===== config.mk =====
export PLATFORM = sky130hd
export DESIGN_NAME = utmi_sie
export DESIGN_NICKNAME = d
export VERILOG_FILES = /design/src/rtl/utmi_sie_pkg.sv /design/src/rtl/skid_buffer.sv /design/src/rtl/utmi_sie.sv
export SDC_FILE = /design/constraint.sdc
export NUM_CORES = 1
export LEC_CHECK = 0
export BUFFER_PORTS_ARGS = -buffer_cell sky130_fd_sc_hd__buf_2
export CORE_MARGIN = 1
export CORE_UTILIZATION = 53
export DETAILED_ROUTE_END_ITERATION = 12
export PLACE_DENSITY = 0.75
export SYNTH_ARGS = -nofsm -noshare
export SYNTH_HDL_FRONTEND = slang
export SYNTH_HIERARCHICAL = 1
export SYNTH_SLANG_ARGS = --single-unit

===== constraint.sdc =====
create_clock -name core_clk -period 2.6 [get_ports core_clk]
set_clock_uncertainty 0.2 [all_clocks]
set_input_delay 0.52 -clock core_clk [delete_from_list [all_inputs] [get_ports core_clk]]
set_output_delay 0.52 -clock core_clk [all_outputs]
set_load 0.02 [all_outputs]

===== src/rtl/utmi_sie_pkg.sv =====
package utmi_sie_pkg;
	localparam int unsigned DATA_W = 16;
	// line state encodings
	localparam logic [1:0] LINE_SE0 = 2'h0;
	localparam logic [1:0] LINE_J   = 2'h1;
	localparam logic [1:0] LINE_K   = 2'h2;
	localparam logic [1:0] LINE_SE1 = 2'h3;
	// operating mode encodings
	localparam logic [1:0] OPMODE_NORMAL   = 2'h0;
	localparam logic [1:0] OPMODE_NODRIVE  = 2'h1;
	localparam logic [1:0] OPMODE_RAW      = 2'h2;
	localparam logic [1:0] OPMODE_RESERVED = 2'h3;
	// inter-packet gap, in word clocks; plain default
	localparam int unsigned IPG_CYCLES = 8;
	// idle cycles of line state required before a packet
	localparam int unsigned IDLE_CYCLES = 2;
	// reset value of the operating mode
	localparam logic [1:0] OPMODE_RESET = 2'h0;
	typedef enum logic [1:0] {
		TX_WAIT = 2'b00,
		TX_DATA = 2'b01,
		TX_GAP  = 2'b10
	} tx_state_t;
endpackage


===== src/rtl/skid_buffer.sv =====
// two-entry buffer; a full buffer drops in_ready and does not take a word offered then
module skid_buffer #(
	parameter int unsigned WIDTH = 16
) (
	// clock and reset
	input  wire logic             core_clk,
	input  wire logic             reset,
	// fill side
	input  wire logic             in_valid,
	output logic                  in_ready,
	input  wire logic [WIDTH-1:0] in_data,
	// drain side
	output logic                  out_valid,
	input  wire logic             out_ready,
	output logic      [WIDTH-1:0] out_data
);
	logic [WIDTH-1:0] mem_q [2];
	logic             wr_q;
	logic             rd_q;
	logic [1:0]       count_q;
	logic             push;
	logic             pop;

	assign in_ready  = (count_q != 2'h2);
	assign out_valid = (count_q != 2'h0);
	assign push      = in_valid && in_ready;
	assign pop       = out_valid && out_ready;
	assign out_data  = mem_q[rd_q];

	always_ff @(posedge core_clk) begin
		if (push) begin
			mem_q[wr_q] <= in_data;
		end
	end

	always_ff @(posedge core_clk) begin
		if (reset) begin
			wr_q    <= 1'b0;
			rd_q    <= 1'b0;
			count_q <= 2'h0;
		end else begin
			if (push) begin
				wr_q <= ~wr_q;
			end
			if (pop) begin
				rd_q <= ~rd_q;
			end
			count_q <= count_q + {1'b0, push} - {1'b0, pop};
		end
	end
endmodule


===== src/rtl/utmi_sie.sv =====
module utmi_sie #(
	parameter int unsigned DATA_W      = utmi_sie_pkg::DATA_W,
	parameter int unsigned IPG_CYCLES  = utmi_sie_pkg::IPG_CYCLES,
	parameter int unsigned IDLE_CYCLES = utmi_sie_pkg::IDLE_CYCLES
) (
	// clock and reset
	input  wire logic              core_clk,
	input  wire logic              reset,
	// user transmit stream; last marks the final word
	input  wire logic              tx_in_valid,
	output logic                   tx_in_ready,
	input  wire logic [DATA_W-1:0] tx_in_data,
	input  wire logic              tx_in_last,
	// user receive stream
	output logic                   rx_out_valid,
	input  wire logic              rx_out_ready,
	output logic      [DATA_W-1:0] rx_out_data,
	output logic                   rx_out_last,
	output logic                   rx_out_error,
	// user mode control
	input  wire logic [1:0]        mode_request,
	// transceiver pins
	output logic                   transmit_valid,
	input  wire logic              transmit_ready,
	output logic      [DATA_W-1:0] data_out,
	output logic                   data_oe,
	input  wire logic [DATA_W-1:0] data_in,
	input  wire logic              receive_active,
	input  wire logic              receive_valid,
	input  wire logic              receive_error,
	input  wire logic [1:0]        line_state,
	output logic                   operating_mode_select_hi,
	output logic                   operating_mode_select_lo
);
	utmi_sie_pkg::tx_state_t state_q;
	logic [DATA_W:0]  pend_q;
	logic             pend_valid_q;
	logic [7:0]       gap_q;
	logic [3:0]       idle_q;
	logic [1:0]       mode_q;
	logic             bus_idle;
	logic             take;
	logic             accept;
	logic             rx_word;
	logic             rx_end;
	logic             act_q;
	logic             err_q;
	logic             buf_in_ready;
	logic [DATA_W+1:0] buf_out;

	// j is idle on the line for full speed
	assign bus_idle = (line_state == utmi_sie_pkg::LINE_J) ||
		(line_state == utmi_sie_pkg::LINE_SE0);
	assign accept   = transmit_valid && transmit_ready;
	assign take     = tx_in_valid && tx_in_ready;
	// a new word is taken only when the pending one has gone
	assign tx_in_ready = (state_q != utmi_sie_pkg::TX_GAP) &&
		(!pend_valid_q || accept) &&
		!(pend_valid_q && pend_q[DATA_W] && !accept);
	assign data_out = pend_q[DATA_W-1:0];
	assign data_oe  = transmit_valid;
	assign operating_mode_select_hi = mode_q[1];
	assign operating_mode_select_lo = mode_q[0];

	// reserved mode code is never driven out
	always_ff @(posedge core_clk) begin
		if (reset) begin
			mode_q <= utmi_sie_pkg::OPMODE_RESET;
		end else if (mode_request != utmi_sie_pkg::OPMODE_RESERVED) begin
			mode_q <= mode_request;
		end
	end

	always_ff @(posedge core_clk) begin
		if (reset || !bus_idle || receive_active) begin
			idle_q <= 4'h0;
		end else if (idle_q != 4'hf) begin
			idle_q <= idle_q + 4'h1;
		end
	end

	// pending word register; holds still until accepted
	always_ff @(posedge core_clk) begin
		if (reset) begin
			pend_q       <= '0;
			pend_valid_q <= 1'b0;
		end else if (take) begin
			pend_q       <= {tx_in_last, tx_in_data};
			pend_valid_q <= 1'b1;
		end else if (accept) begin
			pend_valid_q <= 1'b0;
		end
	end

	always_ff @(posedge core_clk) begin
		if (reset) begin
			state_q        <= utmi_sie_pkg::TX_WAIT;
			transmit_valid <= 1'b0;
			gap_q          <= 8'h00;
		end else begin
			case (state_q)
				utmi_sie_pkg::TX_WAIT: begin
					// pid is already on the bus when valid rises
					if (pend_valid_q && idle_q >= 4'(IDLE_CYCLES) &&
						mode_q != utmi_sie_pkg::OPMODE_NODRIVE) begin
						transmit_valid <= 1'b1;
						state_q        <= utmi_sie_pkg::TX_DATA;
					end
				end
				utmi_sie_pkg::TX_DATA: begin
					if (accept && pend_q[DATA_W]) begin
						transmit_valid <= 1'b0;
						gap_q          <= 8'(IPG_CYCLES);
						state_q        <= utmi_sie_pkg::TX_GAP;
					end
				end
				utmi_sie_pkg::TX_GAP: begin
					// transmit_ready is not looked at here
					if (gap_q != 8'h00) begin
						gap_q <= gap_q - 8'h01;
					end else begin
						state_q <= utmi_sie_pkg::TX_WAIT;
					end
				end
				default: begin
					state_q        <= utmi_sie_pkg::TX_WAIT;
					transmit_valid <= 1'b0;
				end
			endcase
		end
	end

	// receive side: capture each valid word without error; drop all while sending or in the gap
	assign rx_word = receive_active && receive_valid && !receive_error &&
		(state_q == utmi_sie_pkg::TX_WAIT) && !transmit_valid;
	assign rx_end  = act_q && !receive_active && (state_q == utmi_sie_pkg::TX_WAIT);

	always_ff @(posedge core_clk) begin
		if (reset) begin
			act_q <= 1'b0;
			err_q <= 1'b0;
		end else begin
			act_q <= receive_active;
			if (!receive_active) begin
				err_q <= 1'b0;
			end else if (receive_error) begin
				err_q <= 1'b1;
			end
		end
	end

	// end marker travels as a zero-data word with last set; a full buffer
	// would drop words since the transceiver cannot be stalled
	skid_buffer #(
		.WIDTH(DATA_W + 2)
	) u_rx_buf (
		.core_clk (core_clk),
		.reset    (reset),
		.in_valid (rx_word || rx_end),
		.in_ready (buf_in_ready),
		.in_data  ({rx_end, err_q, rx_end ? {DATA_W{1'b0}} : data_in}),
		.out_valid(rx_out_valid),
		.out_ready(rx_out_ready),
		.out_data (buf_out)
	);

	assign rx_out_data  = buf_out[DATA_W-1:0];
	assign rx_out_error = buf_out[DATA_W];
	assign rx_out_last  = buf_out[DATA_W+1];
endmodule


# Yosys cells after proc, flatten, opt, wreduce, memory -nomap -nowiden
# Memories as Yosys holds them, arrays and structs flattened. A register that Yosys moved wholly into a read port is not among the register bits.
# Index checks and enable logic that the tools add are counted.
totals:
  regBits: 41
  ram_bits: 36
  in_bits: 45
  output_inout_bits: 40
  wordCells: 90
  memories: 1
mem_list:
  columns: ["memory", "depth", "width", "rd", "rd_clocked_by_memory_dff", "write_ports", "line_no", "rtl"]
  rows:
  - ["u_rx_buf.mem_q", 2, 18, 1, 1, 1, "skid_buffer.sv:17", "logic [WIDTH-1:0] mem_q [2];"]
classes:
  n_addsub: 4
  magnitude_cmp: 1
  eq_ne: 12
  mux: 17
  bitwise: 4
  n_reduce_logical: 39
ops:
  columns: ["operator", "n"]
  rows:
  - ["1-bit logical AND", 17]
  - ["16-bit two-way mux", 1]
  - ["8-bit two-way mux", 2]
  - ["8-bit one-hot mux with 2 select lines", 1]
  - ["2-bit inequality test (second input constant)", 7]
  - ["3-bit AND reduction", 3]
  - ["1-bit two-way mux", 8]
  - ["8-bit nonzero test", 1]
  - ["8-bit by 1-bit subtractor with 8-bit output (second input constant)", 1]
  - ["1-bit logical NOT", 7]
  - ["2-bit two-way mux", 3]
  - ["2-bit one-hot mux with 3 select lines", 1]
  - ["2-bit nonzero test", 3]
  - ["1-bit logical OR", 5]
  - ["4-bit by 1-bit adder with 4-bit output (second input constant)", 1]
  - ["2-bit by 1-bit == test with 1-bit output (second input constant)", 2]
  - ["4-bit by 2-bit >= comparator with 1-bit output (second input constant)", 1]
  - ["2-bit logical NOT", 2]
  - ["4-bit inequality test (second input constant)", 1]
  - ["1-bit NOT", 4]
  - ["1-bit one-hot mux with 3 select lines", 1]
  - ["2-bit by 1-bit adder with 2-bit output", 1]
  - ["2-bit == test (second input constant)", 1]
  - ["2-bit by 1-bit inequality test with 1-bit output (second input constant)", 1]
  - ["other kinds (2)", 2]

# Longest topological paths before layout
# Gate-level depths: netlist of the first run.
logic_depth:
  depth_word: 8
  mapped_depth: 10
  ltp_nobuf: 10

# Hierarchy
# The synthesis of the first run kept the hierarchy.
modules_own_cells:
  columns: ["module", "instances", "cells_per_inst", "area_each_um2"]
  rows:
  - ["utmi_sie", 1, 221, 1975.6]
  - ["skid_buffer", 1, 80, 1581.5]

# Worst setup path after synthesis of the first run
# No wires, ideal clock.
synth_path:
  kind: "input port to flip-flop"
  from: "input port receive_error"
  to: "memory u_rx_buf/mem_q[0][0] (netlist bit), enable pin"
  arrival_time_ns: 1.780
  path_slack_ns: 0.227
  cell_stages: 5
  path_cell_list: "nor2_1 > a31oi_1 > nor3_1 > nand2_2 > nor2_1"
synth_between:
  elab_chain_cells: 8
synth_rtl:
  columns: ["item", "line_no", "rtl"]
  rows:
  - ["start, declared", "utmi_sie.sv:30", "input wire logic receive_error,"]
  - ["1-bit logical NOT", "utmi_sie.sv:134", "assign rx_word = receive_active && receive_valid && !receive_error &&"]
  - ["1-bit logical AND (2 in a row)", "utmi_sie.sv:134", null]
  - ["1-bit logical AND", "utmi_sie.sv:135", "(state_q == utmi_sie_pkg::TX_WAIT) && !transmit_valid;"]
  - ["1-bit logical OR", "utmi_sie.sv:159", ".in_valid (rx_word || rx_end),"]
  - ["1-bit logical AND", "skid_buffer.sv:26", "assign push = in_valid && in_ready;"]
  - ["1-bit two-way mux", "skid_buffer.sv:31", "if (push) begin"]
  - ["1-bit two-way mux (not written as such)", "skid_buffer.sv:32", "mem_q[wr_q] <= in_data;"]
  - ["end, declared", "skid_buffer.sv:17", null]
# Every way passes these cells.

==> metrics.md, run 1 <==
| Metric | Value |
|---|---|
| Status | finished with violations |
| Failing checks | DRC |
| Fin area | 4130 µm² |
| Max Clock Freq | 0.448 GHz |
| Syn nets | 352 |
| Top cell type's share of synthesized area | 30.4% |
| Starting Density | 55.4% |
| Antenna cells | 0 |
| Post-DRT Antenna Nets | 0 |
| Clock Sinks | 78 |
| Crit path time final | 2.23 ns |
| WS Path Type | reg2out |
| Setup slack after layout | 0.367 ns |
| Die height | 83.9 µm |
| HPWL after DPL | 4170 µm |
| First-pass DRT Iterations | 9 |
| Avg WL per Cell | 13.5 µm |
| Critical path arrival | 1.51 ns |
| Crit share post-route | 85.9% |
| Vias in the first global route | 2260 |
| Setup violators final | 0 |
| DRC | 16 |
| Post-synth top area cell | edfxtp_1 |
| IO Port Bufs | 83 |
| Crit-path cells | buf_4 -> mux2_2 -> buf_2 |
| Crit path max-delay cell type | mux2_2 |
| CTS buffer count | 9 |
| EDFF count, synth | 36 |
| Max-Cap Viols | 0 |
| Mean Syn Cell Area | 11.8 µm² |
| Largest net degree at the start of global routing | 57 |
| Pwr per Cell Area | 737 nW/µm² |
| First-pass GRT wire length | 10000 µm |
| Final Power | 3.04 mW |
| H-Tree Depth | 3 |
| First DRT Iteration DRCs | 117 |
| Area post-placement | 3900 µm² |
| Required time of the critical path | 1.88 ns |
| Tightest Pin Transition | 0.971 ns |
| Worst path bufs/invs | 2 |
| Routed WL | 6080 µm |
| Dominant cells by area after synthesis | edfxtp_1, dfxtp_1, nand2b_1 |
| Setup Slack @ Placement | 0.188 ns |
| Max VDD drop | 276 µV |
| Cell count after synthesis | 301 |
| Seq cells post-synth | 78 |
| Final GP Congestion | 0.801 |
| Boundary Pins | 85 |
| Nets | 421 |
| Num rows | 29 |
| Post-synthesis async set-or-reset flop share | 0% |
| CP top delay family | buffers and inverters |
| Clk Latency, worst-skew pair | 0.35 ns |
| Core box area | 6420 µm² |
| Post-synthesis sequential area ratio | 54.0% |
| Clock-pin slew on the worst setup and hold paths | 0.09 ns |
| Root Buffer | clkbuf_8 |
| Max_slew headroom | 35.3% |
| Number of fill cells | 505 |
| RSZ-0062 raised after global routing | no |
| Hold slack | 0.199 ns |
| Setup TNS | 0 ns |
| Nature of the critical path endpoint | primary output |
| Slew Limit Fails | 0 |
| Die X | 83.9 µm |
| Ys Warns | 6 |
| Startpoint types | flop |
| Area Overhead vs Synth | 16.0% |
| CP peak stage delay | 0.39 ns |
| Min-Delay Path Class | in2reg |
| Post-CTS sizing | 0 |
| CTS max path bufs | 2 |
| Critical path peak fanout | 18 |
| CTS Hold Bufs | 0 |
| Initial antenna violation count | 0 |
| Gr ovfl total | 0 |
| Share of cells above drive strength 1 | 34.9% |
| Die area | 7040 µm² |
| Yosys cell types | 45 |
| Post-Syn Area | 3560 µm² |
| Vias per cell | 5.15 |
| Fin. Hold Viols | 0 |
| Global router's overall resource usage | 18.1% |
| TritonCTS clock tree | done |
| Pleak | 1.70 nW |
| Vias | 2326 |
| Post CTS Setup Buffer Count | 0 |
| Top_reg_cell synth | dfxtp_1 |
-- worst register-to-register path, stage by stage (launching register included) --
cell and delay [ns]:
dfxtp_1 0.37, nor2_1 0.11, a31oi_1 0.10, nor3_1 0.25, nand2_2 0.12, ha_1 0.29
inv_1 0.04, ha_1 0.17, xor2_1 0.15, xnor2_1 0.14, nor2_1 0.05
-- cell type report --
type                            instances  area [µm²]  share of cell area (%)
Timing Repair Buffer                   86         438                    10.6
Tap cell                               77        96.3                    2.34
Sequential cell                        78        1920                    46.6
Clock buffer                            9         124                    3.00
Inverter                                5        18.8                   0.455
Clock inverter                          7        98.8                    2.40
Multi-Input combinational cell        190        1430                    34.6
-- cell usage in the layout (no fill, tap or decap), drive strengths merged, types with 2 or more instances in the layout --
master and instances:
clkbuf 9, a21oi 8, nor3 4, dfxtp 42, nand2 3, or4 4
nor2 13, buf 86, o21ai 8, a211o 2, and2 2, ha 6
bufinv 2, nor4 2, or2 5, nor2b 26, or3 2, edfxtp 36
xnor2 3, inv 5, nand2b 38, clkinv 4, and3 2, o21a 2
nor3b 3, nand3 4, mux2i 20, a31oi 4, mux2 19
-- registers in the layout (all words and copies together) (netlist names), named ones only --
signal	flops
mode_q	2
pend_q	17
u_rx_buf/mem_q	36
pend_valid_q	1
u_rx_buf/rd_q	1
state_q	2
data_oe	1
u_rx_buf/wr_q	1
err_q	1
gap_q	8
act_q	1
u_rx_buf/count_q	2
idle_q	4
-- worst paths after layout --
path,cells past startpoint,to,start,slack (ns)
max,3,rx_out_last,flop,0.37
min,2,err_q,receive_error,0.20
max reg2reg,10,u_rx_buf/count_q[1],data_oe,0.48
min reg2reg,0,u_rx_buf/mem_q[1][16],err_q,0.27
-- kinds of logic (layout without fill, tap and decap cells) --
kind of cell,after synthesis,count (layout),synth area share [%]
buffers and inverters,33,107,5.84
DFF,78,78,54.0
and+or+nand+nor,112,112,19.2
muxes,39,39,12.8
AOI/OAI and AO/OA,29,29,5.07
xor gates and xnor gates,4,4,0.985
adders and majority gates,6,6,2.11
-- metrics by stage --
step | util [%] | instances
6_report | 64.2 | 452
5_1_grt | 64.2 | 452
4_1_cts | 64.2 | 452
3_5_place_dp | 60.8 | 436
3_3_place_gp | 60.8 | 436
2_1_floorplan | - | 301
-- cells in the mapped netlist (all sizes together) (2+ instances only) --
library cell  instances
a31oi                 4
clkbuf                7
dfxtp                42
inv                   5
ha                    6
mux2i                20
edfxtp               36
nand2b               38
buf                  21
or4                   4
and3                  2
or3                   2
o21ai                 8
mux2                 19
and2                  2
nor2                 13
nand3                 4
nand2                 3
o21a                  2
a211o                 2
nor3b                 3
nor2b                26
a21oi                 8
nor4                  2
nor3                  4
xnor2                 3
or2                   5
-- routing by layer --
| metal | share of wire [%] | GRT usage [%] | vias up |
|---|---|---|---|
| met5 | 0 | 0 | - |
| met1 | 45 | 21.7 | 1077 |
| met3 | 5.7 | 4.55 | 7 |
| met4 | 0.94 | 7.05 | 0 |
| li1 | - | - | 1176 |
| met2 | 48 | 31.3 | 66 |
-- report_power, final --
part,switching [mW],internal [mW]
clock,0.452,0.543
sequential,0.0419,1.38
combinational,0.332,0.293
total,0.826,2.21
(Power assumes the default switching activity.)
==> run 2: changes to the inputs <==
- GPL_ROUTABILITY_DRIVEN: unset -> 1
- SETUP_SLACK_MARGIN: unset -> 0.5
==> metrics.md, run 2 (same netlist as run 1, synthesis figures left out) <==
| Metric | Value |
|---|---|
| Status | finished with violations (unchanged) |
| Failing checks | DRC (unchanged) |
| Gr ovfl total | 0 (unchanged) |
| Critical path arrival | 1.37 ns (was 1.51 ns) |
| Regs by FF count | u_rx_buf/mem_q (36), pend_q (17), gap_q (8) (unchanged) |
| Die X | 83.9 µm (unchanged) |
| Core box area | 6420 µm² (unchanged) |
| Share of cells above drive strength 1 | 38.2% (was 34.9%) |
| Fin. Hold Viols | 0 (unchanged) |
| Boundary Pins | 85 (unchanged) |
| Post-DRT Antenna Nets | 0 (unchanged) |
| Multi-input gate area | 1490 µm² (was 1430 µm²) |
| Critical path peak fanout | 9 (was 18) |
| Largest net degree at the start of global routing | 57 (unchanged) |
| R2r setup slk | 0.54 ns (was 0.48 ns) |
| First DRT Iteration DRCs | 88 (was 117) |
| TritonCTS clock tree | done (unchanged) |
| Hold slack | 0.220 ns (was 0.199 ns) |
| Max Clock Freq | 0.478 GHz (was 0.448 GHz) |
| Die area | 7040 µm² (unchanged) |
| Vias in the first global route | 2301 (was 2260) |
| Commonest non-fill, non-tap cell in the layout | buf_2 (unchanged) |
| Reg with most FFs | u_rx_buf/mem_q (unchanged) |
| Tightest Pin Transition | 0.769 ns (was 0.971 ns) |
| CTS buffer count | 9 (unchanged) |
| IO Port Bufs | 83 (unchanged) |
| Seq. cell area | 1930 µm² (was 1920 µm²) |
| Root Buffer | clkbuf_8 (unchanged) |
| Reg2reg start | data_oe (unchanged) |
| Startpoint types | flop (unchanged) |
| Critical hold path startpoint | receive_error (unchanged) |
| Num rows | 29 (unchanged) |
| Pwr per Cell Area | 759 nW/µm² (was 737 nW/µm²) |
| Required time of the critical path | 1.88 ns (about the same) |
| Max_slew headroom | 48.7% (was 35.3%) |
| Commonest non-fill, non-tap cells in the layout | buf_2, dfxtp_1, nand2b_1 (unchanged) |
| Crit path time final | 2.09 ns (was 2.23 ns) |
| Crit path max-delay cell type | dfxtp_4 (was mux2_2) |
| Antenna cells | 0 (unchanged) |
| Crit share post-route | 80.5% (was 85.9%) |
| FF-to-FF End | u_rx_buf/count_q[1] (unchanged) |
| RSZ-0062 raised after global routing | yes (was no) |
| Die height | 83.9 µm (unchanged) |
| Area Overhead vs Synth | 22.9% (was 16.0%) |
| Pleak | 1.81 nW (was 1.70 nW) |
| Initial antenna violation count | 0 (unchanged) |
| CTS max path bufs | 2 (unchanged) |
| Clk Latency, worst-skew pair | 0.34 ns (was 0.35 ns) |
| HPWL after DPL | 4120 µm (was 4170 µm) |
| CTS Hold Bufs | 0 (unchanged) |
| Vias per cell | 5.25 (was 5.15) |
| DRC | 16 (unchanged) |
| Setup TNS | 0 ns (unchanged) |
| Avg WL per Cell | 14.5 µm (was 13.5 µm) |
| Max-Cap Viols | 0 (unchanged) |
| Global router's overall resource usage | 18.8% (was 18.1%) |
| Nets | 426 (was 421) |
| Hold endpoint | err_q (unchanged) |
| Vias | 2398 (was 2326) |
| Final GP Congestion | 0.766 (was 0.801) |
| Clock Sinks | 78 (unchanged) |
| First-pass GRT wire length | 10400 µm (was 10000 µm) |
| Routed WL | 6620 µm (was 6080 µm) |
| First-pass DRT Iterations | 8 (was 9) |
| H-Tree Depth | 3 (unchanged) |
| Min-Delay Path Class | in2reg (unchanged) |
| Max reg flops | 36 (unchanged) |
| WS Path Type | reg2out (unchanged) |
| CP top delay family | flip-flops (was buffers and inverters) |
| Slew Limit Fails | 0 (unchanged) |
| Clock-pin slew on the worst setup and hold paths | 0.08 ns (was 0.09 ns) |
| Max VDD drop | 328 µV (was 276 µV) |
| Nature of the critical path endpoint | primary output (unchanged) |
| Worst path bufs/invs | 2 (unchanged) |
| Crit-path cells | buf_16 -> mux2_4 -> buf_2 (was buf_4 -> mux2_2 -> buf_2) |
| Worst R2R Path Depth | 10 (unchanged) |
| Number of fill cells | 485 (was 505) |
| Setup violators final | 0 (unchanged) |
| Starting Density | 55.4% (unchanged) |
| CP peak stage delay | 0.41 ns (was 0.39 ns) |
| Final core area utilization | 68.1% (was 64.2%) |
| Worst hold stages | 2 (unchanged) |
## run 2: cell count changes in the layout (fill, tap and decap cells not counted), moves of 2 or more
cell and delta:
dfxtp_2 +2, clkinv_4 -3, buf_4 +2, mux2_4 +8, buf_6 +10, dfxtp_4 +2, buf_2 -10, nor2_1 -2
mux2_2 -8, dfxtp_1 -4
## run 2: timing repair
item                       in CTS  in global routing
gates cloned                    1                  1
buffers inserted                0                  2
resized for setup               8                 37
setup endpoints to repair      21                 20
hold endpoints to repair        0                  0
pin swaps                       0                  4
## run 2: area by class of cell
| class | count | area share [%] |
|---|---|---|
| sequential | 78 | 44.2 |
| multi-input combinational | 190 | 34.1 |
| timing repair buffer | 91 | 13.5 |
| clock buffer | 11 | 3.23 |
| clock inverter | 5 | 2.43 |
| tap | 77 | 2.20 |
| inverter | 5 | 0.429 |
## run 2: stage by stage
step	cells	power [mW]	worst slack [ns]	instance area, µm²
after global placement	437	2.07	0.273	3910
after detailed placement	437	2.08	0.192	3910
after floorplan	301	1.94	0.493	3560
after global routing	457	3.46	0.438	4370
final	457	3.32	0.508	4370
after CTS	454	3.24	0.480	4210
## run 2: power by group
part,total [mW],internal (mW),switching (mW)
Combinational,0.774,0.415,0.359
Sequential,1.43,1.38,0.0560
Clock,1.11,0.668,0.443
## run 2: worst max-delay path by stage
stage | slack [ns] | cells past startpoint | startpoint | end
after floorplan | 0.49 | 10 | receive_error | u_rx_buf/count_q[1]
after global placement | 0.27 | 11 | receive_active | u_rx_buf/count_q[1]
after detailed placement | 0.19 | 11 | receive_active | u_rx_buf/count_q[1]
after CTS | 0.48 | 3 | flop | rx_out_last
after global routing | 0.44 | 10 | data_oe | u_rx_buf/count_q[1]
final | 0.51 | 3 | flop | rx_out_data[15]
## run 2: routing by layer
layer	up-vias	part of all wire (%)	global-route usage [%]
li1	1190	-	-
met5	-	0	0
met2	58	52	32.9
met3	9	4.3	4.06
met4	0	1.3	8.46
met1	1141	42	22.1
